$ cat src/hdl/eff_pkg.sv
/*
  constants, register map and carrier types for the receive-side frame filter.
  assumes one 20 MHz core clock and a register port of index/data/strobes.
*/
package eff_pkg;
  // ==========================================================
  // register indices (word indices, as printed)
  localparam logic [7:0] EFF_IDX_CONTROL = 8'h0C;
  localparam logic [7:0] EFF_IDX_CRC_TALLY = 8'h0F;
  localparam logic [7:0] EFF_IDX_ADDR_REJECT = 8'h11;
  localparam logic [7:0] EFF_IDX_SRC0_LSB = 8'h12;
  localparam logic [7:0] EFF_IDX_SRC0_MSB = 8'h13;
  localparam logic [7:0] EFF_IDX_SRC1_LSB = 8'h14;
  localparam logic [7:0] EFF_IDX_SRC1_MSB = 8'h15;
  // ==========================================================
  // control register fields and the compare-address enable bit
  localparam int EFF_BIT_RAW = 0;
  localparam int EFF_BIT_CRC_DIS = 2;
  localparam int EFF_BIT_PROMISC = 4;
  localparam int EFF_BIT_ADDR_EN = 31;
  localparam logic [31:0] EFF_CTRL_MASK = 32'h0000_0015;
  localparam logic [31:0] EFF_CTRL_RESET = 32'h0000_0010;
  localparam logic [31:0] EFF_ZERO = 32'h0000_0000;
  localparam logic [31:0] EFF_ONE = 32'h0000_0001;
  // ==========================================================
  // frame layout and crc
  localparam int EFF_NUM_ADDR = 2;
  localparam logic [3:0] EFF_SRC_FIRST = 4'h6;
  localparam logic [3:0] EFF_SRC_LAST = 4'hB;
  localparam logic [3:0] EFF_HDR_DONE = 4'hC;
  localparam int EFF_FCS_BYTES = 4;
  localparam logic [31:0] EFF_CRC_INIT = 32'hFFFF_FFFF;
  localparam logic [31:0] EFF_CRC_POLY = 32'hEDB8_8320;
  localparam logic [31:0] EFF_CRC_RESIDUE = 32'hDEBB_20E3;

  // one byte on the stream with its frame markers
  typedef struct packed {
    logic [7:0] data;
    logic sof;
    logic eof;
  } eff_beat_t;

  // register port request
  typedef struct packed {
    logic wr;
    logic rd;
    logic [7:0] idx;
    logic [31:0] wdata;
  } eff_reg_req_t;

  // filter settings latched at a frame boundary
  typedef struct packed {
    logic raw;
    logic crc_dis;
    logic promisc;
  } eff_mode_t;
endpackage : eff_pkg

$ cat src/hdl/eff_frame_filter.sv
/*
  receive frame filter: crc check, source address filter, raw bypass.
  assumes aligned bytes from the link logic on core_clk (same domain), a downstream
  payload filter with valid/ready, and host register access by word index.
*/
// How it works
// RULE_01: control bit 0 turns raw mode on and off.
// RULE_02: raw mode forwards every frame whole, nothing stripped or dropped.
// RULE_03: raw mode overrides crc check and promiscuous settings.
// RULE_04: host also enables raw mode in the downstream payload filter.
// RULE_05: control bit 2 disables crc checking.
// RULE_06: crc checking is enabled after reset.
// RULE_07: with checking on, frames with bad crc are not forwarded; the code forwards their bytes and withholds only the eof marker.
// RULE_08: with checking off, frames forward regardless of crc.
// RULE_09: each crc error adds one to the crc error tally.
// RULE_10: tally counts errors whatever the check setting.
// RULE_11: writing zero to the tally register clears it.
// RULE_12: control bit 4 is promiscuous mode.
// RULE_13: promiscuous mode is set after reset.
// RULE_14: promiscuous mode accepts all frames, no address compare.
// RULE_15: receive only; no transmit path exists.
// RULE_16: the port is one single recording channel.
// RULE_17: non-promiscuous accepts only frames matching an enabled compare address; the code forwards other frames' bytes, withholding only their eof marker.
// RULE_18: the four fcs bytes are checked but not forwarded outside raw mode.
// RULE_19: other control bits ignore writes and read as zero.
// RULE_20: control changes take effect only at frame boundaries.
module eff_frame_filter
  import eff_pkg::*;
(
  // clock and reset
  input wire logic core_clk,
  input wire logic rst,
  // register port
  input wire eff_reg_req_t reg_req,
  output logic [31:0] reg_rdata,
  // incoming aligned frame bytes, single channel, receive only [RULE_15] [RULE_16]
  input wire logic in_valid,
  input wire eff_beat_t in_beat,
  output logic in_ready,
  // outgoing bytes toward the payload filter
  output logic out_valid,
  output eff_beat_t out_beat,
  input wire logic out_ready
);
  // ==========================================================
  // registers
  logic [31:0] ctrl, next_ctrl;
  logic [31:0] tally, next_tally;
  logic [31:0] rejects, next_rejects;
  logic [31:0] addr_lo [EFF_NUM_ADDR];
  logic [31:0] addr_hi [EFF_NUM_ADDR];
  logic [31:0] next_addr_lo [EFF_NUM_ADDR];
  logic [31:0] next_addr_hi [EFF_NUM_ADDR];
  logic [31:0] next_rdata;
  eff_mode_t mode, next_mode;
  logic in_frame, next_in_frame;
  logic [3:0] hdr_cnt, next_hdr_cnt;
  logic [31:0] crc, next_crc;
  logic [47:0] src, next_src;
  // fcs delay line: bytes wait here so the last four can be withheld
  eff_beat_t dly [EFF_FCS_BYTES];
  eff_beat_t next_dly [EFF_FCS_BYTES];
  logic [2:0] dly_cnt, next_dly_cnt;
  // two-entry output buffer
  eff_beat_t buf_q [2];
  eff_beat_t next_buf_q [2];
  logic [1:0] buf_cnt, next_buf_cnt;

  logic take, eof_now, crc_bad, addr_ok, push, fwd_ok;
  eff_beat_t push_beat;
  logic [EFF_NUM_ADDR-1:0] hit;
  logic [31:0] crc_byte;

  // one crc byte step, reflected ethernet polynomial
  function automatic logic [31:0] eff_crc8(input logic [31:0] c, input logic [7:0] d);
    logic [31:0] r;
    r = c ^ {24'h00_0000, d};
    for (int i = 0; i < 8; i++) begin
      r = r[0] ? ((r >> 1) ^ EFF_CRC_POLY) : (r >> 1);
    end
    return r;
  endfunction : eff_crc8

  // per-entry source address compare, msb word bit 31 enables
  generate
    for (genvar g = 0; g < EFF_NUM_ADDR; g++) begin : g_cmp
      assign hit[g] = addr_hi[g][EFF_BIT_ADDR_EN] &&
                      (src == {addr_hi[g][15:0], addr_lo[g]}); // [RULE_17]
    end
  endgenerate

  // ==========================================================
  // input stage: the buffer stalls the source when full and out_ready is low
  assign in_ready = (buf_cnt < 2'd2) || out_ready;
  assign take = in_valid && in_ready;
  assign eof_now = take && in_beat.eof;
  assign crc_byte = eff_crc8(crc, in_beat.data);
  assign crc_bad = (crc_byte != EFF_CRC_RESIDUE);
  assign addr_ok = mode.promisc || (|hit); // [RULE_14] [RULE_17]
  // good frames, or bad ones when checking is off; raw passes all
  assign fwd_ok = mode.raw || ((!crc_bad || mode.crc_dis) && addr_ok); // [RULE_03] [RULE_07] [RULE_08]

  // frame tracking, crc and delay line
  always_comb begin
    next_in_frame = in_frame;
    next_hdr_cnt = hdr_cnt;
    next_crc = crc;
    next_src = src;
    next_dly = dly;
    next_dly_cnt = dly_cnt;
    next_mode = mode;
    push = 1'b0;
    push_beat = dly[EFF_FCS_BYTES-1];
    if (!in_frame && !(take && in_beat.sof)) begin
      // settings latch only between frames
      next_mode = '{raw: ctrl[EFF_BIT_RAW], crc_dis: ctrl[EFF_BIT_CRC_DIS],
                    promisc: ctrl[EFF_BIT_PROMISC]}; // [RULE_20]
    end
    if (take) begin
      next_crc = crc_byte;
      if (in_beat.sof) begin
        next_crc = eff_crc8(EFF_CRC_INIT, in_beat.data);
        next_hdr_cnt = 4'h1;
        next_dly_cnt = 3'd0;
      end else if (hdr_cnt < EFF_HDR_DONE) begin
        next_hdr_cnt = hdr_cnt + 4'h1;
      end
      if (!in_beat.sof && hdr_cnt >= EFF_SRC_FIRST && hdr_cnt <= EFF_SRC_LAST) begin
        next_src = {src[39:0], in_beat.data};
      end
      next_in_frame = !in_beat.eof;
      if (mode.raw) begin
        // whole frame including fcs goes straight through
        push = 1'b1; // [RULE_02]
        push_beat = in_beat;
      end else begin
        // shift: oldest byte leaves once four are held, fcs stays behind
        for (int i = EFF_FCS_BYTES - 1; i > 0; i--) begin
          next_dly[i] = dly[i-1];
        end
        next_dly[0] = in_beat;
        if (dly_cnt == 3'(EFF_FCS_BYTES) && !in_beat.sof) begin
          push = 1'b1; // [RULE_18]
          push_beat.eof = in_beat.eof;
        end else begin
          next_dly_cnt = in_beat.sof ? 3'd1 : dly_cnt + 3'd1;
        end
      end
    end
  end

  // filtered bytes are not held per frame: a drop decided at eof would need them stored, so the
  // decision gates only the last-byte eof marker; earlier bytes pass to a frame store
  // downstream which discards on a missing eof. trade: no frame-sized buffer here.
  logic accept_beat;
  eff_beat_t kept_beat;
  // every pushed byte is kept; a refused frame only loses its eof marker, so the
  // downstream store sees the whole body and can still tell where it was cut off
  assign accept_beat = push;
  assign kept_beat = '{data: push_beat.data, sof: push_beat.sof,
                       eof: push_beat.eof && fwd_ok}; // [RULE_07] [RULE_17]

  // output buffer
  always_comb begin
    next_buf_q = buf_q;
    next_buf_cnt = buf_cnt;
    if (out_valid && out_ready) begin
      next_buf_q[0] = buf_q[1];
      next_buf_cnt = buf_cnt - 2'd1;
    end
    if (accept_beat) begin
      next_buf_q[next_buf_cnt[0]] = kept_beat;
      next_buf_cnt = next_buf_cnt + 2'd1;
    end
  end
  assign out_valid = (buf_cnt != 2'd0);
  assign out_beat = buf_q[0];

  // ==========================================================
  // register port and counters
  always_comb begin
    next_ctrl = ctrl;
    next_tally = tally;
    next_rejects = rejects;
    next_addr_lo = addr_lo;
    next_addr_hi = addr_hi;
    next_rdata = reg_rdata;
    if (reg_req.wr) begin
      case (reg_req.idx)
        EFF_IDX_CONTROL: next_ctrl = reg_req.wdata & EFF_CTRL_MASK; // [RULE_01] [RULE_05] [RULE_12] [RULE_19]
        EFF_IDX_CRC_TALLY: if (reg_req.wdata == EFF_ZERO) next_tally = EFF_ZERO; // [RULE_11]
        EFF_IDX_ADDR_REJECT: if (reg_req.wdata == EFF_ZERO) next_rejects = EFF_ZERO;
        EFF_IDX_SRC0_LSB: next_addr_lo[0] = reg_req.wdata;
        EFF_IDX_SRC0_MSB: next_addr_hi[0] = reg_req.wdata;
        EFF_IDX_SRC1_LSB: next_addr_lo[1] = reg_req.wdata;
        EFF_IDX_SRC1_MSB: next_addr_hi[1] = reg_req.wdata;
        default: ;
      endcase
    end
    // a same-cycle clear and count both apply: the tally restarts at one
    if (eof_now && crc_bad) begin
      next_tally = next_tally + EFF_ONE; // [RULE_09] [RULE_10]
    end
    if (eof_now && !mode.raw && !addr_ok) begin
      next_rejects = next_rejects + EFF_ONE;
    end
    if (reg_req.rd) begin
      case (reg_req.idx)
        EFF_IDX_CONTROL: next_rdata = ctrl;
        EFF_IDX_CRC_TALLY: next_rdata = tally;
        EFF_IDX_ADDR_REJECT: next_rdata = rejects;
        EFF_IDX_SRC0_LSB: next_rdata = addr_lo[0];
        EFF_IDX_SRC0_MSB: next_rdata = addr_hi[0];
        EFF_IDX_SRC1_LSB: next_rdata = addr_lo[1];
        EFF_IDX_SRC1_MSB: next_rdata = addr_hi[1];
        default: next_rdata = EFF_ZERO;
      endcase
    end
  end

  // ==========================================================
  // state registers
  always_ff @(posedge core_clk or posedge rst) begin
    if (rst) begin
      ctrl <= EFF_CTRL_RESET; // [RULE_06] [RULE_13]
      tally <= EFF_ZERO;
      rejects <= EFF_ZERO;
      reg_rdata <= EFF_ZERO;
      mode <= '{raw: 1'b0, crc_dis: 1'b0, promisc: 1'b1};
      in_frame <= 1'b0;
      hdr_cnt <= 4'h0;
      crc <= EFF_CRC_INIT;
      src <= '0;
      dly_cnt <= 3'd0;
      buf_cnt <= 2'd0;
      for (int i = 0; i < EFF_NUM_ADDR; i++) begin
        addr_lo[i] <= EFF_ZERO;
        addr_hi[i] <= EFF_ZERO;
      end
      for (int i = 0; i < EFF_FCS_BYTES; i++) begin
        dly[i] <= '0;
      end
      buf_q[0] <= '0;
      buf_q[1] <= '0;
    end else begin
      ctrl <= next_ctrl;
      tally <= next_tally;
      rejects <= next_rejects;
      reg_rdata <= next_rdata;
      mode <= next_mode;
      in_frame <= next_in_frame;
      hdr_cnt <= next_hdr_cnt;
      crc <= next_crc;
      src <= next_src;
      dly_cnt <= next_dly_cnt;
      addr_lo <= next_addr_lo;
      addr_hi <= next_addr_hi;
      dly <= next_dly;
      buf_cnt <= next_buf_cnt;
      buf_q <= next_buf_q;
    end
  end
endmodule : eff_frame_filter

$ cat config.mk
export PLATFORM = sky130hd
export DESIGN_NAME = eff_frame_filter
export DESIGN_NICKNAME = d
export VERILOG_FILES = /design/src/hdl/eff_pkg.sv /design/src/hdl/eff_frame_filter.sv
export SDC_FILE = /design/constraint.sdc
export NUM_CORES = 1
export LEC_CHECK = 0
export ABC_AREA = 1
export BUFFER_PORTS_ARGS = -buffer_cell sky130_fd_sc_hd__buf_4
export CELL_PAD_IN_SITES_DETAIL_PLACEMENT = 1
export CELL_PAD_IN_SITES_GLOBAL_PLACEMENT = 1
export CORE_MARGIN = 3
export CORE_UTILIZATION = 46
export DETAILED_ROUTE_END_ITERATION = 8
export GPL_ROUTABILITY_DRIVEN = 0
export PLACE_DENSITY = 0.91
export SLEW_MARGIN = 30
export SYNTH_ARGS = -nofsm -noshare
export SYNTH_HDL_FRONTEND = slang
export SYNTH_SLANG_ARGS = --single-unit
$ cat constraint.sdc
create_clock -name core_clk -period 19.1 [get_ports core_clk]
set_clock_uncertainty 0.2 [all_clocks]
set_input_delay 3.82 -clock core_clk [delete_from_list [all_inputs] [get_ports core_clk]]
set_output_delay 3.82 -clock core_clk [all_outputs]
set_load 0.02 [all_outputs]
# == After elaboration in Yosys (flattened, before gate mapping) ==
# Index checks and enable logic that the tools add are counted.
# totals
elab_cells,163
output_inout_bits,44
regBits,380
inputBits,56
# op_classes
addsub,6
muxes,46
magnitude_cmp,6
n_reduce_logical,39
bitwise_logic,20
n_eq_ne,11
# ops
op,n
32-bit two-way mux,25
13-bit inverter with 14-bit output,16
32-bit case mux with 7 select lines,1
48-bit equality test,2
32-bit by 1-bit adder with 32-bit output (second input constant),2
8-bit by 5-bit equality test with 1-bit output (second input constant),5
32-bit logical NOT,1
32-bit inequality test (second input constant),1
8-bit inverter with 32-bit output,1
32-bit by 8-bit XOR with 32-bit output,1
10-bit two-way mux,3
20-bit bitwise mux,1
20-bit two-way mux,1
8-bit by 4-bit equality test with 1-bit output (second input constant),2
1-bit logical AND,16
2-bit AND reduction,8
3-bit two-way mux,4
10-bit demux with 1-bit select,1
9-bit two-way mux,1
4-bit two-way mux,2
1-bit logical NOT,7
1-bit two-way mux,5
4-bit by 1-bit adder with 4-bit output (second input constant),1
4-bit by 3-bit greater-or-equal comparator with 1-bit output (second input constant),1
15 further kinds,20

# == Depth between registers and ports, before layout ==
# depth
depth_word,25
depth_mapped,21
mapped_depth_nobuf,20

# == Worst setup path before layout ==
# Ideal clock, no wire load.
# synth_path
path_kind,input to output
start,input port out_ready
end,output port in_ready
stages,2
t_arrival_ns,4.330
setup_slack_ns,10.750
path_buffers,1
required_ns,15.080
cell_sequence,buf_2 > or2_2
# synth_between
elab_chain_len,1
# synth_lines
element,line,text
"start, declared",eff_frame_filter.sv:43,input wire logic out_ready
1-bit logical OR,eff_frame_filter.sv:94,assign in_ready = (buf_cnt < 2'd2) || out_ready;
"end, declared",eff_frame_filter.sv:39,"output logic in_ready,"
# Every way passes these cells.

# == Final worst setup path ==
# Ends and elaborated chain as after synthesis.

==> impl_metrics.ini <==
[synthesis]
synth_top_area_share_pct = 40.69
post_synth.cell_area_avg_sq_um = 7.342
synth-edff-count = 0
netlist.top_cell.by_area = sky130_fd_sc_hd__dfrtp_1
postSynthCellCount = 2898
yosysWarnings = 0
synth_cell_type_count = 49
synth_flop_cell = sky130_fd_sc_hd__dfrtp_1
synth-seq-cells = 380
postSynth.asyncResetShare_pct = 100.0
synth.cell_area_sq_um = 21280
synth.yosys.seq_area_share_pct = 44.89
synth_fp_nets = 2962
yosys-top-cells-area = sky130_fd_sc_hd__dfrtp_1 41%, sky130_fd_sc_hd__nand2_1 19%, sky130_fd_sc_hd__o21ai_0 6.7%

[routing]
route.vias.total = 21470
detailedRoute.firstPassIterationCount = 6
routed_len_inst_um = 23.09
drc = 0
avgViaCountPerCell = 6.001
ant_nets = 0
drtIter0Drc = 2150
drt-total-wl_mm = 82.62

[sta]
drv_slew = 0
unrepaired_setup_endpoints_after_global_routing = false
final_count_of_hold_timing_violations = 0
timing.final.crit_share_pct = 44.45
tns_ns = 0
post_layout_min_period_ns = 8.490
postLayoutSetupSlackWorst_ns = 10.61
worstMarginPinSlew_ns = 1.024
fmax_mhz = 117.8
timing.slew.headroom_pct = 31.71
setup_viol_count_final = 0
post_route_hold_slack_ns = 0.2791

[critical_path]
setup.worst_path.start_class = primary input
worst-path-buf-inv = 2
worstPathRequired_ns = 15.08
end_kind = output pin
cpMaxStageDelayCell = sky130_fd_sc_hd__or2_2
worst-setup-path-type = in -> out
critical_path.top_delay_family = simple AND/OR/NAND/NOR gates
arrival_ns = 4.47
critical_path.reg2reg.endpoint = rejects[25]
reg2reg_from = buf_cnt[1]
path_common_cell = sky130_fd_sc_hd__buf_4
cpPeakStageDelay_ns = 0.33
cp_num_cells = 3
reg2regPathDepth = 11
endpoint = in_ready
r2r_slack_ns = 15.10
crit_path_cell_trace = buf_4 > or2_2 > buf_4
maximum_fanout_encountered_on_the_critical_timing_path = 10
timing.critical_path.from = out_ready

[floorplanning]
die_w_um = 221.1
rows = 78
core_sq_um = 45580
floorplan.initialDensity_pct = 46.69
design.die.area_sq_um = 48870
die-height_um = 221.1
floorplan.io_pins = 100

[clock_network]
cts.root.buffer_cell = sky130_fd_sc_hd__clkbuf_16
post_cts_resized = 0
clock_latency_ns = 0.60
clock_sink_count = 380
ctsLongestPathBuffers = 3
clock_edge_transition_at_the_registers_on_the_reported_setup_and_hold_paths_ns = 0.06
cts-hold-fix-buffers = 0
htree_levels = 2
tritoncts.num_buffers = 44
cts_tree = built
cts_setup_buffers = 0

[cells_and_area]
layout.cells.non_filler = 3578
finalCoreUtilization_pct = 52.66
areaGrowthSynthToFinish_pct = 12.80
fin_area_sq_um = 24000
final_layout_size_suffix_gt1_share_pct = 9.674
layout.area.seq_sq_um = 9552
fillerInstances = 5632
multi_input_comb_area_sq_um = 9963
finalNetCount = 3009

[placed_design]
buffer_ports.inserted = 99
detailed_place.area_sq_um = 22380
detailedPlacementHpwl_mm = 56.51
detailedPlace.worstSlack_ns = 10.61
dp_cells = 3498

[global_routing]
grt_pass1_vias = 22930
grtUsageTotal_pct = 33.16
wire_length_of_the_first_global_routing_pass_mm = 129.2
grt_overflow = 0
maximum_number_of_pins_on_one_net_before_global_route_repair = 152
grt_antenna_before_repair = 4

[outcome]
status = finished, final reports clean

[worst_hold_path]
timing.hold.worst.class = reg -> reg

[power_and_ir_drop]
power-per-cell-area_nw_per_um2 = 131.5
power.static_leakage_nw = 11.71
max-vdd-ir-drop_uv = 71.70
overall_power_of_the_completed_layout_mw = 3.156

[flow_run]
maxCapViolations = 0
## flip-flops by register name (all words and copies together), names as in the netlist, 10 cells and up, named ones only
| register | count |
|---|---|
| out_beat | 10 |
| src | 48 |
| tally | 32 |
| crc | 32 |
| addr_lo | 64 |
| reg_rdata | 32 |
| addr_hi | 64 |
| dly | 40 |
| rejects | 32 |
## layout by cell type (no fill, tap or decap), drive strengths merged, types with 23 or more instances in the layout
master	count
o221ai	24
a21oi	23
dfstp	34
nand3	103
xnor2	23
dfrtp	346
o21ai	285
nand2	1085
nor2	230
buf	115
o22ai	59
xor2	77
clkbuf	62
inv	322
## worst register-to-register path: stages, from the launching register on
cell and delay, ns:
sky130_fd_sc_hd__dfrtp_1 0.38, sky130_fd_sc_hd__inv_1 0.09, sky130_fd_sc_hd__or2_2 0.14, sky130_fd_sc_hd__nand2_2 0.43, sky130_fd_sc_hd__nor2_2 0.28, sky130_fd_sc_hd__buf_4 0.37
sky130_fd_sc_hd__nand2_1 0.17, sky130_fd_sc_hd__nor2_2 0.16, sky130_fd_sc_hd__buf_4 0.39, sky130_fd_sc_hd__clkinv_1 0.88, sky130_fd_sc_hd__nand2_1 0.31, sky130_fd_sc_hd__nand2_1 0.08
## layout make-up
cell class | count | area share, %
inverters | 326 | 5.177
multi-input cells | 2078 | 41.51
clock buffers | 62 | 5.463
diodes | 1 | 0.01043
repair buffers | 115 | 3.654
clock inverters | 16 | 1.256
well taps | 600 | 3.128
flip-flops and latches | 380 | 39.80
## report_power, final
group          leakage, nW  internal, mW  switching, mW
Sequential            5.01          1.01          0.149
Combinational         5.92         0.318          0.726
Clock                0.790         0.586          0.370
Total                 11.7          1.91           1.25
## metal layers
layer  part of all wire (%)  global-route usage, %
met4                    6.2                  18.51
met3                    8.4                  6.951
met5                  0.050                      0
met1                     40                  42.57
met2                     46                  52.46
## synth_stat cells (all sizes together), types with 17 or more instances
master	number
a32o	17
dfrtp	346
nand2	1085
xnor2	23
nand3	103
dfstp	34
inv	321
buf	45
nand3b	21
xor2	77
nand4	18
nor2	230
a21oi	23
o31ai	18
o221ai	24
o22ai	59
clkbuf	69
o21ai	285
## logic make-up (layout without fill, tap and decap cells)
family	count (synthesis)	count (layout)	synth area share, %
flip-flops	380	380	44.89
buffers and inverters	440	519	8.438
multiplexers	9	9	0.4763
adder cells (fa/ha/maj)	8	8	0.4704
other	0	1	0
XOR/XNOR	100	100	4.151
AO/OA/AOI/OAI	477	477	13.32
AND/OR/NAND/NOR	1484	1484	28.25
## how the worst min path moves through the flow
stage                     endpoint     from  cells after the start
after global placement      dly[0]   dly[0]                      2
final                      dly[13]  dly[13]                      2
after global routing        dly[9]   dly[9]                      2
after CTS                   dly[6]   dly[6]                      2
after floorplan             dly[0]   dly[0]                      2
after detailed placement    dly[6]   dly[6]                      2
(Power assumes the default switching activity.)
